**config.mk**
```make
export PLATFORM = sky130hd
export DESIGN_NAME = rsc_stats
export DESIGN_NICKNAME = d
export VERILOG_FILES = /design/src/core/rsc_counter.v /design/src/core/rsc_stats.v
export VERILOG_INCLUDE_DIRS = /design/src /design/src/core
export SDC_FILE = /design/constraint.sdc
export NUM_CORES = 1
export LEC_CHECK = 0
export ABC_AREA = 0
export BUFFER_PORTS_ARGS = -buffer_cell sky130_fd_sc_hd__clkbuf_2
export CAP_MARGIN = 20
export CORE_MARGIN = 5
export CORE_UTILIZATION = 30
export CTS_CLUSTER_SIZE = 24
export DETAILED_ROUTE_END_ITERATION = 8
export PLACE_DENSITY = 0.46
export SLEW_MARGIN = 20
export SYNTH_ARGS = -nofsm -noshare
export SYNTH_HDL_FRONTEND = slang
export SYNTH_HIERARCHICAL = 1
export SYNTH_SLANG_ARGS = --single-unit
```
**constraint.sdc**
```tcl
create_clock -name sys_clk -period 8 [get_ports sys_clk]
set_clock_uncertainty 0.15 [all_clocks]
set_input_delay 1.6 -clock sys_clk [delete_from_list [all_inputs] [get_ports sys_clk]]
set_output_delay 1.6 -clock sys_clk [all_outputs]
set_load 0.02 [all_outputs]
```
**src/core/rsc_regs.vh**
```
// constants for the per-port statistics counter block
`ifndef RSC_REGS_VH
`define RSC_REGS_VH
`define RSC_MIN_FRAME 14'h0040
`define RSC_MAX_UNTAGGED 14'h05EE
`define RSC_MAX_TAGGED 14'h05F2
`define RSC_B127 14'h007F
`define RSC_B255 14'h00FF
`define RSC_B511 14'h01FF
`define RSC_B1023 14'h03FF
`define RSC_MAX_ATTEMPTS 5'h10
`define RSC_LATE_BYTES 14'h0040
// counter indices on the flat counter bus
`define RSC_C_DROP 0
`define RSC_C_OCTETS 1
`define RSC_C_BCAST 2
`define RSC_C_MCAST 3
`define RSC_C_CRCALIGN 4
`define RSC_C_UNDERSIZE 5
`define RSC_C_OVERSIZE 6
`define RSC_C_FRAGMENT 7
`define RSC_C_JABBER 8
`define RSC_C_COLLISION 9
`define RSC_C_H64 10
`define RSC_C_H127 11
`define RSC_C_H255 12
`define RSC_C_H511 13
`define RSC_C_H1023 14
`define RSC_C_H1518 15
`define RSC_C_PAUSE_RX 16
`define RSC_C_PAUSE_TX 17
`define RSC_C_UCAST_TX 18
`define RSC_C_NUCAST_TX 19
`define RSC_C_SEND_FAIL 20
`define RSC_NUM_CNT 21
`endif

```
**src/core/rsc_counter.v**
```verilog
// saturating-free wrapping counter with variable increment
`timescale 1ns/100ps
module rsc_counter #(
    parameter WIDTH = 32,
    parameter INC_W = 14
) (
    input wire sys_clk,
    input wire rst_n,
    input wire inc_en,
    input wire [INC_W-1:0] inc_val,
    output wire [WIDTH-1:0] count
);
    reg [WIDTH-1:0] cnt_ff;
    wire [WIDTH-1:0] nxt_cnt;

    assign nxt_cnt = cnt_ff + {{(WIDTH-INC_W){1'b0}}, inc_val};
    assign count = cnt_ff;

    always @(posedge sys_clk) begin
        if (!rst_n) begin
            cnt_ff <= {WIDTH{1'b0}};
        end else if (inc_en) begin
            cnt_ff <= nxt_cnt;
        end
    end
endmodule // rsc_counter

```
**src/core/rsc_stats.v**
```verilog
// per-port rmon statistics counters fed by mac status strobes
`timescale 1ns/100ps
`include "rsc_regs.vh"
// Contract
// - count every discard caused by buffer or resource shortage, except one flagged with drop_red in the same cycle
// - quality-of-service random early discards never reach the drop counter
// - add byte length of every received frame, good or bad, to octets
// - count good forwarded broadcast frames only, not other multicast
// - count good forwarded multicast frames, excluding broadcast
// - crc/align errors, no collision, 64 up to below max length
// - undersize: below 64 bytes, good checksum, no framing error, no collision
// - oversize: above max length, no collision, errors ignored
// - fragments: below 64 bytes, bad checksum, no collision
// - jabbers: above max length, bad checksum, no collision
// - count every collision seen while transmitting
// - six histogram bins 64,65-127,128-255,256-511,512-1023,1024-1518
// - histogram counts good and errored frames alike
// - separate received and transmitted pause frame counters
// - separate unicast and non-unicast transmit counters
// - broadcast or multicast transmit destination counts as non-unicast
// - send fail on underrun, late collision, or sixteenth collision
// - collision after 64 transmitted bytes is late, also counted normally
module rsc_stats #(
    parameter CNT_W = 32,
    parameter LEN_W = 14
) (
    input wire sys_clk,
    input wire rst_n,
    // receive frame status, one pulse per frame end
    input wire rx_done,
    input wire [LEN_W-1:0] rx_len,
    input wire rx_tagged,
    input wire rx_fcs_err,
    input wire rx_align_err,
    input wire rx_collision,
    input wire rx_bcast,
    input wire rx_mcast,
    input wire rx_pause,
    input wire rx_forwarded,
    // queue manager drop events
    input wire drop_resource,
    input wire drop_red,
    // transmit status
    input wire tx_done,
    input wire tx_bcast,
    input wire tx_mcast,
    input wire tx_pause,
    input wire tx_collision,
    input wire [LEN_W-1:0] tx_byte_cnt,
    input wire tx_underrun,
    output wire [CNT_W*`RSC_NUM_CNT-1:0] counters,
    output reg late_coll_ff,
    output reg [4:0] attempt_ff
);
    localparam NC = `RSC_NUM_CNT;

    // registered frame snapshot keeps the counter adders off the mac timing path
    reg rx_v_ff;
    reg [LEN_W-1:0] rx_len_ff;
    reg tag_ff, fcs_ff, aln_ff, col_ff, bc_ff, mc_ff, pause_ff, fwd_ff;
    reg drop_ff;
    reg txd_ff, txbc_ff, txmc_ff, txp_ff, txcol_ff, txund_ff;
    reg [LEN_W-1:0] txcnt_ff;

    reg [NC-1:0] inc;
    reg [LEN_W-1:0] inc_val [0:NC-1];
    reg [4:0] nxt_attempt;
    reg nxt_late;
    wire long_f;
    wire short_f;
    wire maxlen_f;
    wire good_f;
    wire late_now;
    wire fail_now;
    integer i;

    function in_range;
        input [LEN_W-1:0] len;
        input [LEN_W-1:0] lo;
        input [LEN_W-1:0] hi;
        begin
            in_range = (len >= lo) && (len <= hi);
        end
    endfunction

    always @(posedge sys_clk) begin
        if (!rst_n) begin
            rx_v_ff <= 1'b0;
            rx_len_ff <= {LEN_W{1'b0}};
            tag_ff <= 1'b0;
            fcs_ff <= 1'b0;
            aln_ff <= 1'b0;
            col_ff <= 1'b0;
            bc_ff <= 1'b0;
            mc_ff <= 1'b0;
            pause_ff <= 1'b0;
            fwd_ff <= 1'b0;
            drop_ff <= 1'b0;
            txd_ff <= 1'b0;
            txbc_ff <= 1'b0;
            txmc_ff <= 1'b0;
            txp_ff <= 1'b0;
            txcol_ff <= 1'b0;
            txund_ff <= 1'b0;
            txcnt_ff <= {LEN_W{1'b0}};
        end else begin
            rx_v_ff <= rx_done;
            rx_len_ff <= rx_len;
            tag_ff <= rx_tagged;
            fcs_ff <= rx_fcs_err;
            aln_ff <= rx_align_err;
            col_ff <= rx_collision;
            bc_ff <= rx_bcast;
            mc_ff <= rx_mcast;
            pause_ff <= rx_pause;
            fwd_ff <= rx_forwarded;
            drop_ff <= drop_resource & ~drop_red;
            txd_ff <= tx_done;
            txbc_ff <= tx_bcast;
            txmc_ff <= tx_mcast;
            txp_ff <= tx_pause;
            txcol_ff <= tx_collision;
            txund_ff <= tx_underrun;
            txcnt_ff <= tx_byte_cnt;
        end
    end

    assign maxlen_f = tag_ff ? (rx_len_ff > `RSC_MAX_TAGGED) :
                               (rx_len_ff > `RSC_MAX_UNTAGGED);
    assign long_f = maxlen_f;
    assign short_f = rx_len_ff < `RSC_MIN_FRAME;
    assign good_f = ~fcs_ff & ~aln_ff & ~col_ff;
    // collision past the slot is late; the sixteenth attempt also abandons
    assign late_now = txcol_ff && (txcnt_ff > `RSC_LATE_BYTES);
    assign fail_now = txund_ff | late_now |
                      (txcol_ff && (attempt_ff == (`RSC_MAX_ATTEMPTS - 5'h01)));

    always @* begin
        inc = {NC{1'b0}};
        for (i = 0; i < NC; i = i + 1) begin
            inc_val[i] = {{(LEN_W-1){1'b0}}, 1'b1};
        end
        inc[`RSC_C_DROP] = drop_ff;
        inc[`RSC_C_OCTETS] = rx_v_ff;
        inc_val[`RSC_C_OCTETS] = rx_len_ff;
        inc[`RSC_C_BCAST] = rx_v_ff & good_f & fwd_ff & bc_ff;
        inc[`RSC_C_MCAST] = rx_v_ff & good_f & fwd_ff & mc_ff & ~bc_ff;
        inc[`RSC_C_CRCALIGN] = rx_v_ff & ~col_ff & (fcs_ff | aln_ff) & ~short_f &
            (tag_ff ? (rx_len_ff < `RSC_MAX_TAGGED) :
                      (rx_len_ff < `RSC_MAX_UNTAGGED));
        inc[`RSC_C_UNDERSIZE] = rx_v_ff & short_f & good_f;
        inc[`RSC_C_OVERSIZE] = rx_v_ff & ~col_ff & long_f;
        inc[`RSC_C_FRAGMENT] = rx_v_ff & ~col_ff & short_f & fcs_ff;
        inc[`RSC_C_JABBER] = rx_v_ff & ~col_ff & long_f & fcs_ff;
        inc[`RSC_C_COLLISION] = txcol_ff;
        // histogram takes every frame of 64 to 1518 bytes regardless of error flags
        inc[`RSC_C_H64] = rx_v_ff & (rx_len_ff == `RSC_MIN_FRAME);
        inc[`RSC_C_H127] = rx_v_ff &
            in_range(rx_len_ff, `RSC_MIN_FRAME + 14'h0001, `RSC_B127);
        inc[`RSC_C_H255] = rx_v_ff &
            in_range(rx_len_ff, `RSC_B127 + 14'h0001, `RSC_B255);
        inc[`RSC_C_H511] = rx_v_ff &
            in_range(rx_len_ff, `RSC_B255 + 14'h0001, `RSC_B511);
        inc[`RSC_C_H1023] = rx_v_ff &
            in_range(rx_len_ff, `RSC_B511 + 14'h0001, `RSC_B1023);
        inc[`RSC_C_H1518] = rx_v_ff &
            in_range(rx_len_ff, `RSC_B1023 + 14'h0001, `RSC_MAX_UNTAGGED);
        inc[`RSC_C_PAUSE_RX] = rx_v_ff & pause_ff;
        inc[`RSC_C_PAUSE_TX] = txd_ff & txp_ff;
        inc[`RSC_C_UCAST_TX] = txd_ff & ~txbc_ff & ~txmc_ff;
        inc[`RSC_C_NUCAST_TX] = txd_ff & (txbc_ff | txmc_ff);
        inc[`RSC_C_SEND_FAIL] = fail_now;
    end

    // attempt count per frame; cleared when the frame completes or is abandoned
    always @* begin
        nxt_attempt = attempt_ff;
        nxt_late = late_coll_ff;
        if (txd_ff | fail_now) begin
            nxt_attempt = 5'h00;
        end else if (txcol_ff) begin
            nxt_attempt = attempt_ff + 5'h01;
        end
        nxt_late = late_now;
    end

    always @(posedge sys_clk) begin
        if (!rst_n) begin
            attempt_ff <= 5'h00;
            late_coll_ff <= 1'b0;
        end else begin
            attempt_ff <= nxt_attempt;
            late_coll_ff <= nxt_late;
        end
    end

    // one named instance per counter so each count is easy to find in the hierarchy
    rsc_counter #(.WIDTH(CNT_W), .INC_W(LEN_W)) u_cnt_drop (
        .sys_clk(sys_clk),
        .rst_n(rst_n),
        .inc_en(inc[`RSC_C_DROP]),
        .inc_val(inc_val[`RSC_C_DROP]),
        .count(counters[`RSC_C_DROP*CNT_W +: CNT_W])
    );
    rsc_counter #(.WIDTH(CNT_W), .INC_W(LEN_W)) u_cnt_octets (
        .sys_clk(sys_clk),
        .rst_n(rst_n),
        .inc_en(inc[`RSC_C_OCTETS]),
        .inc_val(inc_val[`RSC_C_OCTETS]),
        .count(counters[`RSC_C_OCTETS*CNT_W +: CNT_W])
    );
    rsc_counter #(.WIDTH(CNT_W), .INC_W(LEN_W)) u_cnt_bcast (
        .sys_clk(sys_clk),
        .rst_n(rst_n),
        .inc_en(inc[`RSC_C_BCAST]),
        .inc_val(inc_val[`RSC_C_BCAST]),
        .count(counters[`RSC_C_BCAST*CNT_W +: CNT_W])
    );
    rsc_counter #(.WIDTH(CNT_W), .INC_W(LEN_W)) u_cnt_mcast (
        .sys_clk(sys_clk),
        .rst_n(rst_n),
        .inc_en(inc[`RSC_C_MCAST]),
        .inc_val(inc_val[`RSC_C_MCAST]),
        .count(counters[`RSC_C_MCAST*CNT_W +: CNT_W])
    );
    rsc_counter #(.WIDTH(CNT_W), .INC_W(LEN_W)) u_cnt_crcalign (
        .sys_clk(sys_clk),
        .rst_n(rst_n),
        .inc_en(inc[`RSC_C_CRCALIGN]),
        .inc_val(inc_val[`RSC_C_CRCALIGN]),
        .count(counters[`RSC_C_CRCALIGN*CNT_W +: CNT_W])
    );
    rsc_counter #(.WIDTH(CNT_W), .INC_W(LEN_W)) u_cnt_undersize (
        .sys_clk(sys_clk),
        .rst_n(rst_n),
        .inc_en(inc[`RSC_C_UNDERSIZE]),
        .inc_val(inc_val[`RSC_C_UNDERSIZE]),
        .count(counters[`RSC_C_UNDERSIZE*CNT_W +: CNT_W])
    );
    rsc_counter #(.WIDTH(CNT_W), .INC_W(LEN_W)) u_cnt_oversize (
        .sys_clk(sys_clk),
        .rst_n(rst_n),
        .inc_en(inc[`RSC_C_OVERSIZE]),
        .inc_val(inc_val[`RSC_C_OVERSIZE]),
        .count(counters[`RSC_C_OVERSIZE*CNT_W +: CNT_W])
    );
    rsc_counter #(.WIDTH(CNT_W), .INC_W(LEN_W)) u_cnt_fragment (
        .sys_clk(sys_clk),
        .rst_n(rst_n),
        .inc_en(inc[`RSC_C_FRAGMENT]),
        .inc_val(inc_val[`RSC_C_FRAGMENT]),
        .count(counters[`RSC_C_FRAGMENT*CNT_W +: CNT_W])
    );
    rsc_counter #(.WIDTH(CNT_W), .INC_W(LEN_W)) u_cnt_jabber (
        .sys_clk(sys_clk),
        .rst_n(rst_n),
        .inc_en(inc[`RSC_C_JABBER]),
        .inc_val(inc_val[`RSC_C_JABBER]),
        .count(counters[`RSC_C_JABBER*CNT_W +: CNT_W])
    );
    rsc_counter #(.WIDTH(CNT_W), .INC_W(LEN_W)) u_cnt_collision (
        .sys_clk(sys_clk),
        .rst_n(rst_n),
        .inc_en(inc[`RSC_C_COLLISION]),
        .inc_val(inc_val[`RSC_C_COLLISION]),
        .count(counters[`RSC_C_COLLISION*CNT_W +: CNT_W])
    );
    rsc_counter #(.WIDTH(CNT_W), .INC_W(LEN_W)) u_cnt_h64 (
        .sys_clk(sys_clk),
        .rst_n(rst_n),
        .inc_en(inc[`RSC_C_H64]),
        .inc_val(inc_val[`RSC_C_H64]),
        .count(counters[`RSC_C_H64*CNT_W +: CNT_W])
    );
    rsc_counter #(.WIDTH(CNT_W), .INC_W(LEN_W)) u_cnt_h127 (
        .sys_clk(sys_clk),
        .rst_n(rst_n),
        .inc_en(inc[`RSC_C_H127]),
        .inc_val(inc_val[`RSC_C_H127]),
        .count(counters[`RSC_C_H127*CNT_W +: CNT_W])
    );
    rsc_counter #(.WIDTH(CNT_W), .INC_W(LEN_W)) u_cnt_h255 (
        .sys_clk(sys_clk),
        .rst_n(rst_n),
        .inc_en(inc[`RSC_C_H255]),
        .inc_val(inc_val[`RSC_C_H255]),
        .count(counters[`RSC_C_H255*CNT_W +: CNT_W])
    );
    rsc_counter #(.WIDTH(CNT_W), .INC_W(LEN_W)) u_cnt_h511 (
        .sys_clk(sys_clk),
        .rst_n(rst_n),
        .inc_en(inc[`RSC_C_H511]),
        .inc_val(inc_val[`RSC_C_H511]),
        .count(counters[`RSC_C_H511*CNT_W +: CNT_W])
    );
    rsc_counter #(.WIDTH(CNT_W), .INC_W(LEN_W)) u_cnt_h1023 (
        .sys_clk(sys_clk),
        .rst_n(rst_n),
        .inc_en(inc[`RSC_C_H1023]),
        .inc_val(inc_val[`RSC_C_H1023]),
        .count(counters[`RSC_C_H1023*CNT_W +: CNT_W])
    );
    rsc_counter #(.WIDTH(CNT_W), .INC_W(LEN_W)) u_cnt_h1518 (
        .sys_clk(sys_clk),
        .rst_n(rst_n),
        .inc_en(inc[`RSC_C_H1518]),
        .inc_val(inc_val[`RSC_C_H1518]),
        .count(counters[`RSC_C_H1518*CNT_W +: CNT_W])
    );
    rsc_counter #(.WIDTH(CNT_W), .INC_W(LEN_W)) u_cnt_pause_rx (
        .sys_clk(sys_clk),
        .rst_n(rst_n),
        .inc_en(inc[`RSC_C_PAUSE_RX]),
        .inc_val(inc_val[`RSC_C_PAUSE_RX]),
        .count(counters[`RSC_C_PAUSE_RX*CNT_W +: CNT_W])
    );
    rsc_counter #(.WIDTH(CNT_W), .INC_W(LEN_W)) u_cnt_pause_tx (
        .sys_clk(sys_clk),
        .rst_n(rst_n),
        .inc_en(inc[`RSC_C_PAUSE_TX]),
        .inc_val(inc_val[`RSC_C_PAUSE_TX]),
        .count(counters[`RSC_C_PAUSE_TX*CNT_W +: CNT_W])
    );
    rsc_counter #(.WIDTH(CNT_W), .INC_W(LEN_W)) u_cnt_ucast_tx (
        .sys_clk(sys_clk),
        .rst_n(rst_n),
        .inc_en(inc[`RSC_C_UCAST_TX]),
        .inc_val(inc_val[`RSC_C_UCAST_TX]),
        .count(counters[`RSC_C_UCAST_TX*CNT_W +: CNT_W])
    );
    rsc_counter #(.WIDTH(CNT_W), .INC_W(LEN_W)) u_cnt_nucast_tx (
        .sys_clk(sys_clk),
        .rst_n(rst_n),
        .inc_en(inc[`RSC_C_NUCAST_TX]),
        .inc_val(inc_val[`RSC_C_NUCAST_TX]),
        .count(counters[`RSC_C_NUCAST_TX*CNT_W +: CNT_W])
    );
    rsc_counter #(.WIDTH(CNT_W), .INC_W(LEN_W)) u_cnt_send_fail (
        .sys_clk(sys_clk),
        .rst_n(rst_n),
        .inc_en(inc[`RSC_C_SEND_FAIL]),
        .inc_val(inc_val[`RSC_C_SEND_FAIL]),
        .count(counters[`RSC_C_SEND_FAIL*CNT_W +: CNT_W])
    );
endmodule // rsc_stats

```
# Yosys cells after proc, flatten, opt, wreduce, memory -nomap -nowiden
# Cells that the tools add are included.
# W data, S select, Z words.
# word_totals
input_bits,47
register_bits,722
out_inout_bits,678
word_cells,134
# op_classes
reduce_logical,8
eq_ne,2
order_cmp,16
add_sub_neg,22
muxes,2
bitwise_logic,43
# op_table
cell,n
$add A32 B1 Y32 const B,20
$add A32 B14 Y32,1
$and A1 B1 Y1,29
$gt A14 B11 Y1 const B,2
$lt A14 B11 Y1 const B,2
$eq A14 B7 Y1 const B,1
$ge A14 B10 Y1 const B,1
$ge A14 B11 Y1 const B,1
$ge A14 B7 Y1 const B,1
$ge A14 B8 Y1 const B,1
$ge A14 B9 Y1 const B,1
$gt A14 B7 Y1 const B,1
$le A14 B10 Y1 const B,1
$le A14 B11 Y1 const B,1
$le A14 B7 Y1 const B,1
$le A14 B8 Y1 const B,1
$le A14 B9 Y1 const B,1
$lt A14 B7 Y1 const B,1
$not A1 Y1,9
$logic_and A1 B1 Y1,7
$add A5 B1 Y5 const B,1
$eq A5 B4 Y1 const B,1
$or A1 B1 Y1,5
$mux W1,2
$reduce_or A2 Y1,1

# Depth between registers and ports, before layout
# depth
ltp_word,7
mapped_depth,11
depth_no_buf,10

# By module
# The synthesis kept the hierarchy.
# modules_own_cells
mod,area_per_inst_um2,instances,seq_area_each_um2,cells_per_inst
rsc_counter (u_cnt_bcast ...),1963.1,18,640.6,236
rsc_counter (u_cnt_h127 ...),2043.2,3,640.6,238
rsc_stats,1905.6,1,1001.0,186

# Worst setup path after synthesis
# Ideal clock, no wire load.
# synth_timing
path_type,flip-flop to flip-flop
from,reg rx_len_ff[13] (netlist: in_range.len[13])
to,reg u_cnt_undersize.cnt_ff[28] (netlist: u_cnt_undersize/count[28])
period_less_slack_ns,2.884
setup_time_ns,0.128
stages_incl_launch_ff,10
t_arrival_ns,2.607
path_buffers,1
path_slack_ns,5.116
t_required_ns,7.722
path_cell_list,dfxtp_1 or3_1 or4b_4 nor4_2 and3_1 nand4_1 clkbuf_1 nor4_1 xnor2_1 nor2_1
# synth_between
elab_chain_cells,3
# synth_rtl
item,line,text
from (decl),rsc_stats.v:59,reg [LEN_W-1:0] rx_len_ff;
from (signal assigned),rsc_stats.v:89,rx_len_ff <= {LEN_W{1'b0}};
from (signal assigned),rsc_stats.v:108,rx_len_ff <= rx_len;
$lt A14 B7 Y1 (no source line),-,
$and A1 B1 Y1 (2 in series),rsc_stats.v:151,inc[`RSC_C_UNDERSIZE] = rx_v_ff & short_f & good_f;
named net inc[5],rsc_stats.v:65,reg [NC-1:0] inc;
to (signal assigned),rsc_counter.v:21,cnt_ff <= {WIDTH{1'b0}};
to (signal assigned),rsc_counter.v:23,cnt_ff <= nxt_cnt;
to (decl),rsc_counter.v:13,reg [WIDTH-1:0] cnt_ff;
# The timed path passes the listed nets, and every way through them passes these cells.
# A chain may end at the register's enable or synchronous reset.

# Worst setup path in the final report
# layout_timing
from,reg rx_v_ff
to,reg u_cnt_mcast.cnt_ff[29] (netlist: u_cnt_mcast/count[29])
# layout_between
elab_chain_cells,4
# layout_rtl
item,line,text
from (decl),rsc_stats.v:58,reg rx_v_ff;
from (signal assigned),rsc_stats.v:107,rx_v_ff <= rx_done;
$and A1 B1 Y1 (4 in series),rsc_stats.v:147,inc[`RSC_C_MCAST] = rx_v_ff & good_f & fwd_ff & mc_ff & ~bc_ff;
named net inc[3],rsc_stats.v:65,
to (signal assigned),rsc_counter.v:21,
to (signal assigned),rsc_counter.v:23,
to (decl),rsc_counter.v:13,
# The timed path passes the listed nets, and every way through them passes these cells.

==> results.md <==
STA:
- The total count of hold-check failures in the final report is 0.
- The total count of max-transition violations in the final report was 0.
- The actual transition at the worst max-transition pin is 1100 ps.
- Adding up every negative setup slack in the final design gives 0 ps.
- Counting I/O delays and the setup requirement, the final critical path takes 3980 ps.
- Setup repair after global routing left no endpoint under its margin.
- The remaining max-slew budget at the tightest pin is 0.268.
- The portion of the clock cycle consumed by the worst path in the final layout is 0.498.
- The tightest hold path in the finished design has a slack of 319 ps.
- Timing would allow up to 0.251 GHz.
- Setup violations remaining at the end of the flow were counted as 0.

Worst setup path:
- The master of the slowest instance on the critical path is nor3_1.
- The setup check on the worst reg-to-reg path leaves a slack of 4020 ps.
- Traced cell by cell, the critical path runs through buf_4 > nand2b_1 > nor3_1 > and4b_1 > buf_4 > and3_1 > nand4_1 > or4_1 > a21oi_1.
- The kind of start point of the critical path is a flip-flop.
- Tracing the worst setup path back leads to its startpoint at rx_v_ff.
- In this run the worst path has a maximum fanout of 28.
- The beginning of the worst register-to-register path is rx_v_ff.
- The capture point of the critical path is u_cnt_mcast/count[29].
- The sort of element at the end of the critical path is a flip-flop.
- By instance count, the cell type seen most on the critical path is buf_4.
- For this run, the slowest stage of the critical path takes 810 ps.
- The path type of the worst setup path is flip-flop to flip-flop.
- The data arrival at the endpoint of the critical path is 4420 ps.
- The worst register-to-register path ends at u_cnt_mcast/count[29].
- The worst register-to-register path has a depth of 9.
- The endpoint required time on the critical path is 8440 ps.

Power and ir drop:
- The maximum resistive drop on vdd is 165 uV.
- Of the total power, combinational logic draws 0.115.
- The switching power is 2430 uW.
- The internal power contribution is 6530 uW.
- The share of total power dissipated in sequential elements is 0.415.
- In this run the power density over the cells is 170 nW/um2.
- Of the total power, the clock network draws 0.470.
- The leakage power is 0.0214 uW.
- Of the total power, the share spent switching nets is 0.271.

Floorplanning:
- The height of the chip is 390 um.
- The die outline width is 390 um.
- The number of core rows is 139.
- For this configuration, the core starts out at a cell density of 0.302.
- The floorplan step defined a die boundary enclosing 152000 um2.
- The area of the core is 144000 um2.
- The total I/O pin count is 725.

Cells and area:
- Compared with the post-synthesis result, the final layout area differs by 21.7%.
- For this run, the post-layout net count is 6431.
- The register area is 14500 um2.
- In the layout the commonest cells are clkbuf_2, dfxtp_1, nor2_1, xnor2_1, nand2_1.
- The library cell used most frequently in the layout, excluding fill and tap cells, is clkbuf_2.
- Of the cells placed in the final design, the portion with a size suffix greater than 1 is 0.157.
- The count of fill cells added during filler insertion is 15200.
- Summing all multi-input logic gate instances after layout gives 28800 um2.
- Once layout is complete, the utilization of the core stands at 0.367.

Global routing:
- The initial antenna violation count is 22.
- Summed over all layers, the global routing overflow is 0.
- The number of global-route vias before repair is 38000.
- The wire length of the first global-routing pass is 225 mm.
- The maximum number of pins on one net before global-route repair is 96.
- The all-layer global routing usage is 0.183.

Yosys:
- The predominant post-synthesis flop cell is dfxtp_1.
- The mapped netlist covers 43400 um2.
- The number of enable-type register cells in the synthesized netlist is 0.
- The adder and majority gate portion of the synthesized area is 0.0951.
- A synthesized cell averages 8.42 um2.
- The async set-or-reset flop fraction in the synthesized netlist is 0.
- The complex-gate fraction of the synthesized area is 0.158.
- After synthesis, the largest family of logic cells by area is simple AND/OR/NAND/NOR gates.
- Synthesis produced a netlist whose cell count is 5148.
- The sequential-to-total area share from yosys stat is 0.333.
- The Yosys step of the flow raised 6 warnings.
- The mux contribution to synthesized area is 0.0473.
- Of the total synthesized cell area, the portion taken by AND, OR, NAND and NOR gates is 0.239.
- Counting distinct cell types in the post-synthesis netlist gives 74.
- The synthesis-stage register bit count is 722.
- Of the total synthesized cell area, the portion taken by XOR and XNOR cells is 0.0963.

Flow run:
- The number of max-cap violations is 0.

Clocking:
- The number of hold buffers added after CTS is 0.
- The number of setup buffers added after CTS is 0.
- The clock tree root buffer cell is clkbuf_16.
- The quantity of gates resized following cts is 0.
- At the later pin of the worst-skew pair, clock insertion delay measures 680 ps.
- The number of clock buffers inserted by TritonCTS is 93.
- In this run the deepest clock path goes through 3 buffers.
- The clock drives 722 sinks.
- TritonCTS built the clock tree.
- The clock-pin transition on the worst setup and hold timing paths is 60 ps.
- CTS built an H-tree with a depth of 3.

Route:
- The detailed-route wire length is 146 mm.
- In the routed design, unresolved DRC markers number 0.
- For this block, the via count after detailed routing is 40000.
- Dividing the detail-routed wire length by the instance count gives 18.1 um.
- The post-route antenna net violation count is 0.
- After detailed routing, the number of vias per cell comes to 4.97.
- The first TritonRoute pass finished after 6 iterations.
- The detailed router's first-iteration violation count is 1955.

Place:
- The final weighted congestion in routability-driven placement is 0.858.
- The placed wire-length estimate is 112 mm.
- Port buffering added 724 buffers.

Min path:
- In this run the worst hold path is classified as flip-flop to flip-flop.

Run status:
- The run finished with clean final reports.
synth_stat cells (all sizes together), types with 22 or more instances:
cell type	number	area (um2)
a41oi	23	201
o21a	22	165
nor2	632	2370
nand3b	48	360
xor2	78	683
ha	296	3700
nor4b	27	236
nand2	370	1430
dfxtp	722	14500
and3	77	482
and2	53	332
nand2b	63	394
nor3b	26	195
o21ai	279	1400
clkbuf	152	571
nor3	177	886
mux2i	204	2040
xnor2	399	3490
a31oi	82	528
or3	80	504
a21oi	297	1500
inv	57	214
a211o	39	342
a21o	79	593
or2	39	244
a211oi	42	330
nand4	76	475
buf	69	469
nand3	163	816
and4	24	210
or4	52	394
nor2b	35	219
nor4	115	741
o31ai	68	524
worst min path at each step:
stage / cells past startpoint / slack, ps / to / start
after floorplan: 3 / 350 / attempt_ff[0] / txund_ff
after global placement: 2 / 300 / u_cnt_h1518/count[31] / u_cnt_h1518/count[31]
after detailed placement: 2 / 310 / u_cnt_undersize/count[31] / u_cnt_undersize/count[31]
after CTS: 2 / 320 / u_cnt_undersize/count[31] / u_cnt_undersize/count[31]
after global routing: 2 / 340 / u_cnt_jabber/count[31] / u_cnt_jabber/count[31]
final: 2 / 320 / u_cnt_undersize/count[31] / u_cnt_undersize/count[31]
per-stage QoR:
step	instances	setup WS, ps	power (uW)	instance area, um2
finish	8053	4020	8960	52800
floorplan	5446	5120	4550	44500
CTS	8044	3960	9130	52800
global route	8044	3680	9410	52800
global placement	7875	3960	4810	49700
detailed placement	7875	3880	4810	49700
worst max-delay path, delay by kind of cell, from the launching register on:
kind                   cells  cell delay, ps
and+or+nand+nor            6            2640
buffers and inverters      2             610
DFF                        1             300
AOI/OAI and AO/OA          1             140
logic make-up (layout without fill, tap and decap cells):
logic type                 after synthesis  after routing
AOI/OAI and AO/OA                     1065           1065
muxes                                  205            205
adders and majority gates              317            317
xor gates and xnor gates               477            477
DFF                                    722            722
and+or+nand+nor                       2064           2064
other                                    2            309
buffers and inverters                  296            991
layout make-up:
cell class                      count  share of cell area
Multi-Input combinational cell   4428               0.545
Timing Repair Buffer              747              0.0723
Antenna cell                        9            0.000427
Sequential cell                   722               0.274
Clock inverter                     25             0.00460
Clock buffer                      144              0.0535
Tap cell                         1903              0.0451
Inverter                           75             0.00533
power by group through the flow:
stage	logic [uW]	clock network [uW]	registers, uW
floorplan	716	0	3830
global placement	1010	0	3790
detailed placement	1010	0	3790
CTS	1020	4400	3720
global route	1150	4540	3720
finish	1030	4210	3720
metal layers:
metal / vias to the layer above / global-route usage / wire, um
met3: 182 / 0.0571 / 10800
met4: 20 / 0.0596 / 4410
met5: - / 0 / 144
met1: 18700 / 0.226 / 63500
li1: 20300 / - / -
met2: 786 / 0.303 / 66700
Note: power is estimated with default switching activity, not from simulation.
